$ cat config.mk
export PLATFORM = sky130hd
export DESIGN_NAME = pde_power_down_entry
export DESIGN_NICKNAME = d
export VERILOG_FILES = /design/src/hw/pde_pkg.sv /design/src/hw/pde_power_down_entry.sv /design/src/hw/pde_watchdog.sv
export SDC_FILE = /design/constraint.sdc
export NUM_CORES = 1
export LEC_CHECK = 0
export ABC_AREA = 1
export ABC_CLOCK_PERIOD_IN_PS = 2400
export CAP_MARGIN = 20
export CORE_ASPECT_RATIO = 1.5
export CORE_MARGIN = 2
export CORE_UTILIZATION = 37
export CTS_CLUSTER_DIAMETER = 120
export CTS_CLUSTER_SIZE = 20
export DETAILED_ROUTE_END_ITERATION = 10
export DONT_BUFFER_PORTS = 1
export SETUP_SLACK_MARGIN = 0.3
export SLEW_MARGIN = 0
export SYNTH_ARGS = -nofsm -noshare
export SYNTH_HDL_FRONTEND = slang
export SYNTH_SLANG_ARGS = --single-unit
$ cat constraint.sdc
create_clock -name ref_clk -period 2.4 [get_ports ref_clk]
set_input_delay 0.48 -clock ref_clk [delete_from_list [all_inputs] [get_ports ref_clk]]
set_output_delay 0.48 -clock ref_clk [all_outputs]
set_load 0.02 [all_outputs]
$ cat src/hw/pde_pkg.sv
// Constants and types shared by the power-down entry block
`default_nettype none
package pde_pkg;
  localparam int ADDR_W = 8;
  localparam int IO_W   = 16;

  localparam logic [ADDR_W-1:0] OFS_CTRL     = 8'h00;
  localparam logic [ADDR_W-1:0] OFS_STATUS   = 8'h04;
  localparam logic [ADDR_W-1:0] OFS_IRQ_STAT = 8'h08;
  localparam logic [ADDR_W-1:0] OFS_IRQ_CLR  = 8'h0c;
  localparam logic [ADDR_W-1:0] OFS_IRQ_EN   = 8'h10;
  localparam logic [ADDR_W-1:0] OFS_WDT_CNT  = 8'h14;

  localparam int CTRL_WDT_EN  = 0;
  localparam int CTRL_WAKE_EN = 1;
  localparam int CTRL_W       = 2;
  localparam logic [CTRL_W-1:0] CTRL_RST = 2'h0;

  localparam int EV_SLEEP = 0;
  localparam int EV_WAKE  = 1;
  localparam int EV_WDT   = 2;
  localparam int EV_W     = 3;
  localparam logic [EV_W-1:0] EV_RST = 3'h0;

  localparam logic PD_FLAG_RST = 1'b1;
  localparam logic TO_FLAG_RST = 1'b1;

  localparam logic [1:0] RESP_OKAY   = 2'h0;
  localparam logic [1:0] RESP_SLVERR = 2'h2;

  localparam int WDT_PERIOD_DEF = 1000;
  localparam int WDT_PERIOD_MIN = 4;

  typedef struct packed {
    logic [IO_W-1:0] level;
    logic [IO_W-1:0] oe;
  } pde_io_t;

  typedef struct packed {
    logic asleep;
    logic timeoutFlag;
    logic powerDownFlag;
  } pde_status_t;

  typedef enum logic {
    PDE_RUN,
    PDE_SLEEP
  } pde_state_t;
endpackage
`default_nettype wire

$ cat src/hw/pde_power_down_entry.sv
// Power-down entry controller with AXI4-Lite registers and interrupt
//
// The AXI4-Lite interface to the registers and the placing of the registers were left to the implementer.
`default_nettype none
module pde_power_down_entry #(
  parameter int  WDT_PERIOD = pde_pkg::WDT_PERIOD_DEF,
  localparam int CW         = $clog2(WDT_PERIOD + 1)
) (
  input  wire logic                        ref_clk,
  input  wire logic                        rst,
  input  wire logic                        sleepExec,
  input  wire logic                        wakeIrq,
  input  wire logic                        masterClearIn,
  output logic                             masterClearOut,
  output logic                             masterClearOe,
  input  wire pde_pkg::pde_io_t            ioDrive,
  output var  pde_pkg::pde_io_t            ioPin,
  output var  logic                        oscEnable,
  output var  logic                        resetReq,
  output var  logic                        irq,
  input  wire logic                        s_axi_awvalid,
  output logic                             s_axi_awready,
  input  wire logic [pde_pkg::ADDR_W-1:0]  s_axi_awaddr,
  input  wire logic                        s_axi_wvalid,
  output logic                             s_axi_wready,
  input  wire logic [31:0]                 s_axi_wdata,
  input  wire logic [3:0]                  s_axi_wstrb,
  output var  logic                        s_axi_bvalid,
  input  wire logic                        s_axi_bready,
  output var  logic [1:0]                  s_axi_bresp,
  input  wire logic                        s_axi_arvalid,
  output logic                             s_axi_arready,
  input  wire logic [pde_pkg::ADDR_W-1:0]  s_axi_araddr,
  output var  logic                        s_axi_rvalid,
  input  wire logic                        s_axi_rready,
  output var  logic [31:0]                 s_axi_rdata,
  output var  logic [1:0]                  s_axi_rresp
);
  // Master-clear pin synchroniser
  logic mclrMeta;
  logic mclrSync;
  logic mclrLow;

  // Core state
  pde_pkg::pde_state_t  state;
  pde_pkg::pde_state_t  next_state;
  pde_pkg::pde_status_t status;
  pde_pkg::pde_status_t next_status;
  pde_pkg::pde_io_t     next_ioPin;
  logic                 next_oscEnable;
  logic                 next_resetReq;
  logic                 enterSleep;
  logic [pde_pkg::EV_W-1:0] events;

  // Watchdog
  logic [CW-1:0] wdtCount;
  logic          wdtTimeout;

  // Register file and bus
  logic [pde_pkg::CTRL_W-1:0] ctrl;
  logic [pde_pkg::CTRL_W-1:0] next_ctrl;
  logic [pde_pkg::EV_W-1:0]   irqStat;
  logic [pde_pkg::EV_W-1:0]   next_irqStat;
  logic [pde_pkg::EV_W-1:0]   irqEn;
  logic [pde_pkg::EV_W-1:0]   next_irqEn;
  logic [pde_pkg::EV_W-1:0]   irqClr;
  logic                       next_irq;
  logic                       awHeld;
  logic                       next_awHeld;
  logic [pde_pkg::ADDR_W-1:0] awAddr;
  logic [pde_pkg::ADDR_W-1:0] next_awAddr;
  logic                       wHeld;
  logic                       next_wHeld;
  logic [31:0]                wData;
  logic [31:0]                next_wData;
  logic [3:0]                 wStrb;
  logic [3:0]                 next_wStrb;
  logic                       next_bvalid;
  logic [1:0]                 next_bresp;
  logic                       next_rvalid;
  logic [31:0]                next_rdata;
  logic [1:0]                 next_rresp;
  logic                       doWrite;
  logic                       wdtEnable;
  logic                       wakeEnable;

  function automatic logic regMapped(input logic [pde_pkg::ADDR_W-1:0] addr);
    logic [pde_pkg::ADDR_W-1:0] a;
    a = {addr[pde_pkg::ADDR_W-1:2], 2'b00};
    regMapped = (a == pde_pkg::OFS_CTRL) || (a == pde_pkg::OFS_STATUS) ||
                (a == pde_pkg::OFS_IRQ_STAT) || (a == pde_pkg::OFS_IRQ_CLR) ||
                (a == pde_pkg::OFS_IRQ_EN) || (a == pde_pkg::OFS_WDT_CNT);
  endfunction

  function automatic logic isReg(input logic [pde_pkg::ADDR_W-1:0] addr,
                                 input logic [pde_pkg::ADDR_W-1:0] ofs);
    isReg = ({addr[pde_pkg::ADDR_W-1:2], 2'b00} == ofs);
  endfunction

  assign wdtEnable  = ctrl[pde_pkg::CTRL_WDT_EN];
  assign wakeEnable = ctrl[pde_pkg::CTRL_WAKE_EN];

  // Open-drain master clear: the block only ever listens to it
  assign masterClearOut = 1'b0;
  assign masterClearOe  = 1'b0;

  always_ff @(posedge ref_clk) begin
    if (rst) begin
      mclrMeta <= 1'b1;
      mclrSync <= 1'b1;
    end else begin
      mclrMeta <= masterClearIn;
      mclrSync <= mclrMeta;
    end
  end
  // Board keeps the pin high while asleep; a low is a genuine reset
  assign mclrLow = !mclrSync;

  pde_watchdog #(
    .PERIOD (WDT_PERIOD)
  ) u_watchdog (
    .ref_clk (ref_clk),
    .rst     (rst),
    .enable  (wdtEnable),
    .clear   (enterSleep),
    .count   (wdtCount),
    .timeout (wdtTimeout)
  );

  // Time-out and master clear outrank the instruction in the same cycle
  assign enterSleep = (state == pde_pkg::PDE_RUN) && sleepExec && !wdtTimeout && !mclrLow;

  always_comb begin
    next_state     = state;
    next_status    = status;
    next_ioPin     = ioPin;
    next_oscEnable = oscEnable;
    next_resetReq  = wdtTimeout || mclrLow;
    events         = '0;
    case (state)
      pde_pkg::PDE_RUN: begin
        next_ioPin = ioDrive;
        if (wdtTimeout) begin
          next_status.timeoutFlag = 1'b0;
          events[pde_pkg::EV_WDT] = 1'b1;
        end else if (enterSleep) begin
          next_state                = pde_pkg::PDE_SLEEP;
          next_status.powerDownFlag = 1'b0;
          next_status.timeoutFlag   = 1'b1;
          next_oscEnable            = 1'b0;
          events[pde_pkg::EV_SLEEP] = 1'b1;
        end
      end
      pde_pkg::PDE_SLEEP: begin
        // Pins left untouched here hold the drive latched at entry
        if (wdtTimeout || mclrLow || (wakeIrq && wakeEnable)) begin
          next_state               = pde_pkg::PDE_RUN;
          next_oscEnable           = 1'b1;
          events[pde_pkg::EV_WAKE] = 1'b1;
          if (wdtTimeout) begin
            next_status.timeoutFlag = 1'b0;
            events[pde_pkg::EV_WDT] = 1'b1;
          end
        end
      end
      default: begin
        next_state     = pde_pkg::PDE_RUN;
        next_oscEnable = 1'b1;
      end
    endcase
    next_status.asleep = (next_state == pde_pkg::PDE_SLEEP);
  end

  always_ff @(posedge ref_clk) begin
    if (rst) begin
      state                <= pde_pkg::PDE_RUN;
      status.asleep        <= 1'b0;
      status.timeoutFlag   <= pde_pkg::TO_FLAG_RST;
      status.powerDownFlag <= pde_pkg::PD_FLAG_RST;
      ioPin                <= '0;
      oscEnable            <= 1'b1;
      resetReq             <= 1'b0;
    end else begin
      state     <= next_state;
      status    <= next_status;
      ioPin     <= next_ioPin;
      oscEnable <= next_oscEnable;
      resetReq  <= next_resetReq;
    end
  end

  // AXI4-Lite slave, one write and one read in flight
  assign s_axi_awready = !awHeld && !s_axi_bvalid;
  assign s_axi_wready  = !wHeld && !s_axi_bvalid;
  assign s_axi_arready = !s_axi_rvalid;
  assign doWrite       = awHeld && wHeld && !s_axi_bvalid;

  always_comb begin
    next_awHeld = awHeld;
    next_awAddr = awAddr;
    next_wHeld  = wHeld;
    next_wData  = wData;
    next_wStrb  = wStrb;
    next_bvalid = s_axi_bvalid;
    next_bresp  = s_axi_bresp;
    next_ctrl   = ctrl;
    next_irqEn  = irqEn;
    irqClr      = '0;
    if (s_axi_awvalid && s_axi_awready) begin
      next_awHeld = 1'b1;
      next_awAddr = s_axi_awaddr;
    end
    if (s_axi_wvalid && s_axi_wready) begin
      next_wHeld = 1'b1;
      next_wData = s_axi_wdata;
      next_wStrb = s_axi_wstrb;
    end
    if (doWrite) begin
      next_awHeld = 1'b0;
      next_wHeld  = 1'b0;
      next_bvalid = 1'b1;
      next_bresp  = regMapped(awAddr) ? pde_pkg::RESP_OKAY : pde_pkg::RESP_SLVERR;
      if (wStrb[0]) begin
        if (isReg(awAddr, pde_pkg::OFS_CTRL)) begin
          next_ctrl = wData[pde_pkg::CTRL_W-1:0];
        end
        if (isReg(awAddr, pde_pkg::OFS_IRQ_EN)) begin
          next_irqEn = wData[pde_pkg::EV_W-1:0];
        end
        if (isReg(awAddr, pde_pkg::OFS_IRQ_CLR)) begin
          irqClr = wData[pde_pkg::EV_W-1:0];
        end
      end
    end else if (s_axi_bvalid && s_axi_bready) begin
      next_bvalid = 1'b0;
    end
    // New events win over a clear in the same cycle
    next_irqStat = (irqStat & ~irqClr) | events;
    next_irq     = |(next_irqStat & next_irqEn);
  end

  always_comb begin
    next_rvalid = s_axi_rvalid;
    next_rdata  = s_axi_rdata;
    next_rresp  = s_axi_rresp;
    if (s_axi_arvalid && s_axi_arready) begin
      next_rvalid = 1'b1;
      next_rresp  = regMapped(s_axi_araddr) ? pde_pkg::RESP_OKAY : pde_pkg::RESP_SLVERR;
      next_rdata  = '0;
      if (isReg(s_axi_araddr, pde_pkg::OFS_CTRL)) begin
        next_rdata = 32'(ctrl);
      end else if (isReg(s_axi_araddr, pde_pkg::OFS_STATUS)) begin
        next_rdata = 32'(status);
      end else if (isReg(s_axi_araddr, pde_pkg::OFS_IRQ_STAT)) begin
        next_rdata = 32'(irqStat);
      end else if (isReg(s_axi_araddr, pde_pkg::OFS_IRQ_EN)) begin
        next_rdata = 32'(irqEn);
      end else if (isReg(s_axi_araddr, pde_pkg::OFS_WDT_CNT)) begin
        next_rdata = 32'(wdtCount);
      end
    end else if (s_axi_rvalid && s_axi_rready) begin
      next_rvalid = 1'b0;
    end
  end

  always_ff @(posedge ref_clk) begin
    if (rst) begin
      awHeld       <= 1'b0;
      awAddr       <= '0;
      wHeld        <= 1'b0;
      wData        <= '0;
      wStrb        <= '0;
      s_axi_bvalid <= 1'b0;
      s_axi_bresp  <= pde_pkg::RESP_OKAY;
      s_axi_rvalid <= 1'b0;
      s_axi_rdata  <= '0;
      s_axi_rresp  <= pde_pkg::RESP_OKAY;
      ctrl         <= pde_pkg::CTRL_RST;
      irqEn        <= pde_pkg::EV_RST;
      irqStat      <= pde_pkg::EV_RST;
      irq          <= 1'b0;
    end else begin
      awHeld       <= next_awHeld;
      awAddr       <= next_awAddr;
      wHeld        <= next_wHeld;
      wData        <= next_wData;
      wStrb        <= next_wStrb;
      s_axi_bvalid <= next_bvalid;
      s_axi_bresp  <= next_bresp;
      s_axi_rvalid <= next_rvalid;
      s_axi_rdata  <= next_rdata;
      s_axi_rresp  <= next_rresp;
      ctrl         <= next_ctrl;
      irqEn        <= next_irqEn;
      irqStat      <= next_irqStat;
      irq          <= next_irq;
    end
  end
endmodule
`default_nettype wire

$ cat src/hw/pde_watchdog.sv
// Free-running watchdog counter with clear and time-out pulse
`default_nettype none
module pde_watchdog #(
  parameter int  PERIOD = pde_pkg::WDT_PERIOD_DEF,
  localparam int CW     = $clog2(PERIOD + 1)
) (
  input  wire logic          ref_clk,
  input  wire logic          rst,
  input  wire logic          enable,
  input  wire logic          clear,
  output var  logic [CW-1:0] count,
  output var  logic          timeout
);
  if (PERIOD < pde_pkg::WDT_PERIOD_MIN) begin : g_bad_period
    $error("pde_watchdog: PERIOD too small");
  end

  logic [CW-1:0] next_count;
  logic          next_timeout;

  always_comb begin
    next_count   = count;
    next_timeout = 1'b0;
    if (clear || !enable) begin
      next_count = '0;
    end else if (count == CW'(PERIOD - 1)) begin
      next_count   = '0;
      next_timeout = 1'b1;
    end else begin
      next_count = count + CW'(1);
    end
  end

  always_ff @(posedge ref_clk) begin
    if (rst) begin
      count   <= '0;
      timeout <= 1'b0;
    end else begin
      count   <= next_count;
      timeout <= next_timeout;
    end
  end
endmodule
`default_nettype wire

# ---- Word level (Yosys, flattened, before mapping)
# Cells that the tools add are included.
# Widths: inputs -> output; s select.
dict set report totals {
  word_cells 129
  register_bits 111
  output_inout_bits 78
}
dict set report op_classes {
  n_reduce_logical 45
  muxes 36
  eq_ne 16
  bitwise 6
  n_addsub 1
}
# cell n
set op_table {}
lappend op_table {{$mux 10} 5}
lappend op_table {{$eq 6x2->1 const B} 4}
lappend op_table {{$eq 6x3->1 const B} 4}
lappend op_table {{$mux 3} 6}
lappend op_table {{$mux 1} 17}
lappend op_table {{$logic_and 1x1->1} 13}
lappend op_table {{$logic_or 1x1->1} 13}
lappend op_table {{$eq 6x1->1 const B} 2}
lappend op_table {{$logic_not 6->1} 2}
lappend op_table {{$reduce_and 3->1} 4}
lappend op_table {{$add 10x1->10 const B} 1}
lappend op_table {{$eq 10x10->1 const B} 1}
lappend op_table {{$mux 2} 4}
lappend op_table {{$pmux 1 s2} 4}
lappend op_table {{$logic_not 1->1} 7}
lappend op_table {{$and 3x3->3} 2}
lappend op_table {{$ne 2x1->1 const B} 3}
lappend op_table {{$reduce_or 3->1} 2}
lappend op_table {{$reduce_bool 2->1} 2}
lappend op_table {{$reduce_or 2->1} 2}
lappend op_table {{$ne 3x1->1 const B} 1}
lappend op_table {{$not 3->3} 1}
lappend op_table {{$or 3x3->3} 1}
lappend op_table {{$ne 2x2->1 const B} 1}
lappend op_table {{$not 1->1} 2}

# ---- Longest topological paths before layout
dict set report logic_depth {
  ltp_word 10
  mapped_depth 10
  depth_no_buf 10
}

# ---- By module
# From an unflattened synthesis, not the netlist that was laid out.
dict set report unflattened {
  cells_unflattened 482
  hier_area_um2 3559.7
}
# module cells_per_inst seq_area_each_um2 area_each_um2 instances
set modules_own_cells {}
lappend modules_own_cells {pde_power_down_entry 413 1481.4 3059.2 1}
lappend modules_own_cells {pde_watchdog 69 220.2 500.5 1}

# ---- Least setup slack after synthesis
# OpenSTA, ideal clock, no wires.
dict set report synth_path {
  kind {flip-flop to flip-flop}
  from {reg s_axi_rvalid}
  to {reg s_axi_rdata[3]}
  period_less_slack_ps 1296
  setup_ps 71
  path_buffers 1
  path_slack_ps 1104
  t_arrival_ps 1225
  stages_incl_launch_ff 7
  cell_sequence {dfxtp_1 inv_1 nand2_1 inv_1 clkbuf_1 nand3_1 a21oi_1}
}
dict set report synth_via {
  elab_chain_len 2
}
# element line_no
set synth_rtl {}
lappend synth_rtl {{start, declared} pde_power_down_entry.sv:34} ;# output var logic s_axi_rvalid,
lappend synth_rtl {{start signal, assigned} pde_power_down_entry.sv:290} ;# s_axi_rvalid <= next_rvalid;
lappend synth_rtl {{$logic_not 1->1} pde_power_down_entry.sv:195} ;# assign s_axi_arready = !s_axi_rvalid;
lappend synth_rtl {{net s_axi_arready} pde_power_down_entry.sv:32} ;# output logic s_axi_arready,
lappend synth_rtl {{$logic_and 1x1->1} pde_power_down_entry.sv:246} ;# if (s_axi_arvalid && s_axi_arready) begin
lappend synth_rtl {{end signal, assigned} pde_power_down_entry.sv:291} ;# s_axi_rdata <= next_rdata;
lappend synth_rtl {{end, declared} pde_power_down_entry.sv:36} ;# output var logic [31:0] s_axi_rdata,
# The timed path passes the listed nets, and every way through them passes these cells.
# A chain may end at the register's enable or synchronous reset.

# ---- Final worst setup path
dict set report layout_path {
  from {reg s_axi_rvalid}
  to {reg s_axi_rresp[1]}
}
dict set report layout_via {
  elab_chain_len 2
}
# element line_no
set layout_rtl {}
lappend layout_rtl {{$logic_not 1->1} pde_power_down_entry.sv:195}
lappend layout_rtl {{net s_axi_arready} pde_power_down_entry.sv:32}
lappend layout_rtl {{$logic_and 1x1->1} pde_power_down_entry.sv:246}
lappend layout_rtl {{end signal, assigned} pde_power_down_entry.sv:277} ;# s_axi_rresp <= pde_pkg::RESP_OKAY;
lappend layout_rtl {{end signal, assigned} pde_power_down_entry.sv:292} ;# s_axi_rresp <= next_rresp;
lappend layout_rtl {{end, declared} pde_power_down_entry.sv:37} ;# output var logic [1:0] s_axi_rresp
# The timed path passes the listed nets, and every way through them passes these cells.

==> metrics.cfg <==
[place]
gp_congestion=0.785
dpl-instance-area_um2=3560
io_buffers=0
hpwl_mm=5.63
dp.cells=573

[power_and_ir_drop]
irDropWorstVdd_mv=0.428
p_seq_share_pct=52.4
clockPowerShare_pct=39.5
pwr_density_cell_nw_per_um2=813
p_leak_nw=1.60
p_int_mw=2.26
combPwrFrac_pct=8.2
p_sw_uw=846
switching_share_pct=27.2

[grt]
antenna_found_initial=0
grt_pass1_wl_mm=12.0
grt_pass1_vias=2612
grt_max_degree=52
gr-total-overflow=0
globalRouteTotalUtil_pct=14.7

[floorplanning]
dieArea_um2=10400
fp.dieH_um=124
start_util_pct=38.2
die_width_um=84.1
core_area_um2=9310
ioPinCount=172
core.rowCount=43

[route]
highest_layer=met4
routed_wl_mm=7.52
first_pass_iters=6
drt_iter0_markers=105
met2_length_mm=3.90
drt-vias-per-instance=4.78
dr_wl_met3_um=509
via_count=2809
antenna_left=0
drt-met1-wl_mm=2.95
route.detailed.drc=0
wire_per_inst_um=12.8

[cells_and_area]
fin_cells=588
fill_cells=967
multiInputGateArea_um2=1550
insertedDiodeCount=0
syn_to_final_growth_pct=7.35
ff_latch_area_um2=1700
fin_area_um2=3820
nets=567
drive_above_1_share_pct=7.56

[status]
status=completed

[clock_tree]
worst_setup_hold_path_clk_slew_ns=0.06
htree_levels=3
holdBufCountCts=0
tritoncts=yes
cts_resized=0
cts_root_buffer=clkbuf_16
cts_post_setup_buffers_inserted=0
clockBufferDepth=2
cts_buffers=9
cts.sinks=85
insertion_delay_ns=0.34

[critical_path]
critical_path.top_delay_family=simple AND/OR/NAND/NOR gates
reg2reg_from=s_axi_rvalid
path_depth=6
r2r-end=s_axi_rresp[1]
crit_fanout=13
cp-end-kind=register
start_kind=register
cp.required_ns=2.67
r2r_slack_ns=0.69
crit_arrival_ns=1.99
ff2ff_path_depth=6
path_buf_inv=2
max_stage_delay_ns=0.38
slowest_stage=dfxtp_1
path_class=reg -> reg
timing.critical_path.cells=inv_1 -> nand2_1 -> inv_1 -> nand2_1 -> or3_1 -> a21oi_1

[synth]
netlist.area_leader.share_pct=47.8
yosys_warnings=0
synth_cell_types=34
ys_seq_area_share_pct=47.8
syn-cell-area_um2=3560
syn_inst=475
yosys-top-cells-area=dfxtp_1 (48%), nor2_1 (11%), o21ai_0 (6.5%)
synth-seq-cells=85
syn_area_per_cell_um2=7.49
synth.largest_area_cell=dfxtp_1

[sta]
rsz0062_at_grt=false
fin_tns_setup_ns=0
clock_skew_ns=0.00613
hold_viol_final=0
drv_slew=0
period_share_pct=71.4
setup_viol=0
timing.fmax_mhz=584
fin_crit_ns=1.71

[flow_run]
max_cap_violations=0

[hold_path]
hp-class=in -> reg
min_to=s_axi_bresp[1]
worstHoldStart=rst
min_path_cells=1

[synthesized netlist by cell type, drive strengths merged]
| library cell | instances |
|---|---|
| clkbuf | 16 |
| nand4 | 7 |
| ha | 1 |
| xor2 | 1 |
| a21oi | 29 |
| o21ai | 53 |
| or3 | 2 |
| nor3 | 3 |
| nor4 | 1 |
| nand3b | 3 |
| xnor2 | 1 |
| nand3 | 23 |
| o21a | 1 |
| nor3b | 3 |
| buf | 27 |
| clkinv | 1 |
| or2 | 3 |
| dfxtp | 85 |
| inv | 37 |
| nand2 | 61 |
| nor2 | 116 |
| conb | 1 |
[power groups by stage]
stage | combinational [mW] | sequential, mW | clock, mW
after global routing | 0.296 | 1.64 | 1.32
after global placement | 0.248 | 1.66 | 0
after CTS | 0.257 | 1.63 | 1.27
final | 0.254 | 1.63 | 1.23
after detailed placement | 0.257 | 1.66 | 0
after floorplan | 0.256 | 1.64 | 0
[how the worst max path moves through the flow]
stage                       from             end  slack (ns)
floorplan           s_axi_rvalid  s_axi_rdata[3]        1.10
global placement    s_axi_rvalid  s_axi_rdata[2]        0.72
detailed placement  s_axi_rvalid  s_axi_rdata[2]        0.70
CTS                 s_axi_rvalid  s_axi_rdata[2]        0.67
global route        s_axi_rvalid  s_axi_rdata[2]        0.54
finish              s_axi_rvalid  s_axi_rresp[1]        0.69
[per-layer routing]
| layer | track usage (%) | vias to the layer above |
|---|---|---|
| met5 | 0 | - |
| met1 | 15.8 | 1256 |
| met2 | 25.5 | 82 |
| li1 | - | 1460 |
| met4 | 7.26 | 0 |
| met3 | 5.37 | 11 |
[cells in the final DEF, fill, tap and decap left out, drive strengths merged]
cell type    n
a21oi       29
buf          4
clkbuf      11
clkinv       4
clkinvlp     1
conb        26
dfxtp       85
ha           1
inv         37
nand2       61
nand3       23
nand3b       3
nand4        7
nor2       116
nor3         3
nor3b        3
nor4         1
o21a         1
o21ai       53
or2          3
or3          2
xnor2        1
xor2         1
[flip-flops by register name (all words and copies together) (netlist names), 2 cells and up]
| register | count |
|---|---|
| awAddr | 6 |
| ioPin | 32 |
| status | 3 |
| u_watchdog.count | 10 |
| ctrl | 2 |
| irqEn | 3 |
| wData | 3 |
| s_axi_rdata | 10 |
| irqStat | 3 |
[logic make-up after synthesis]
| kind of cell | count (synthesis) | synth area share [%] |
|---|---|---|
| simple gates | 222 | 28.1 |
| xor+xnor | 2 | 0.493 |
| fa+ha+maj | 1 | 0.352 |
| flops | 85 | 47.8 |
| other cells | 1 | 0.105 |
| compound gates | 83 | 11.7 |
| buf+inv | 81 | 11.4 |
[stage by stage]
| step | utilization, % | setup slack [ns] | hold WS (ns) | power, mW |
|---|---|---|---|---|
| 2_1_floorplan | - | 1.10 | 0.389 | 1.89 |
| 3_3_place_gp | 38.2 | 0.718 | 0.400 | 1.91 |
| 3_5_place_dp | 38.2 | 0.695 | 0.398 | 1.92 |
| 4_1_cts | 41.0 | 0.673 | 0.193 | 3.15 |
| 5_1_grt | 41.0 | 0.545 | 0.195 | 3.25 |
| 6_report | 41.0 | 0.687 | 0.213 | 3.11 |
[final cells by class]
| cell class | instances | area share [%] |
|---|---|---|
| inverter | 38 | 3.74 |
| timing repair buffer | 4 | 0.786 |
| clock inverter | 4 | 0.688 |
| sequential | 85 | 44.6 |
| clock buffer | 11 | 6.09 |
| multi-input combinational | 334 | 40.5 |
| tap | 112 | 3.67 |
Note: power is estimated with default switching activity, not from simulation.
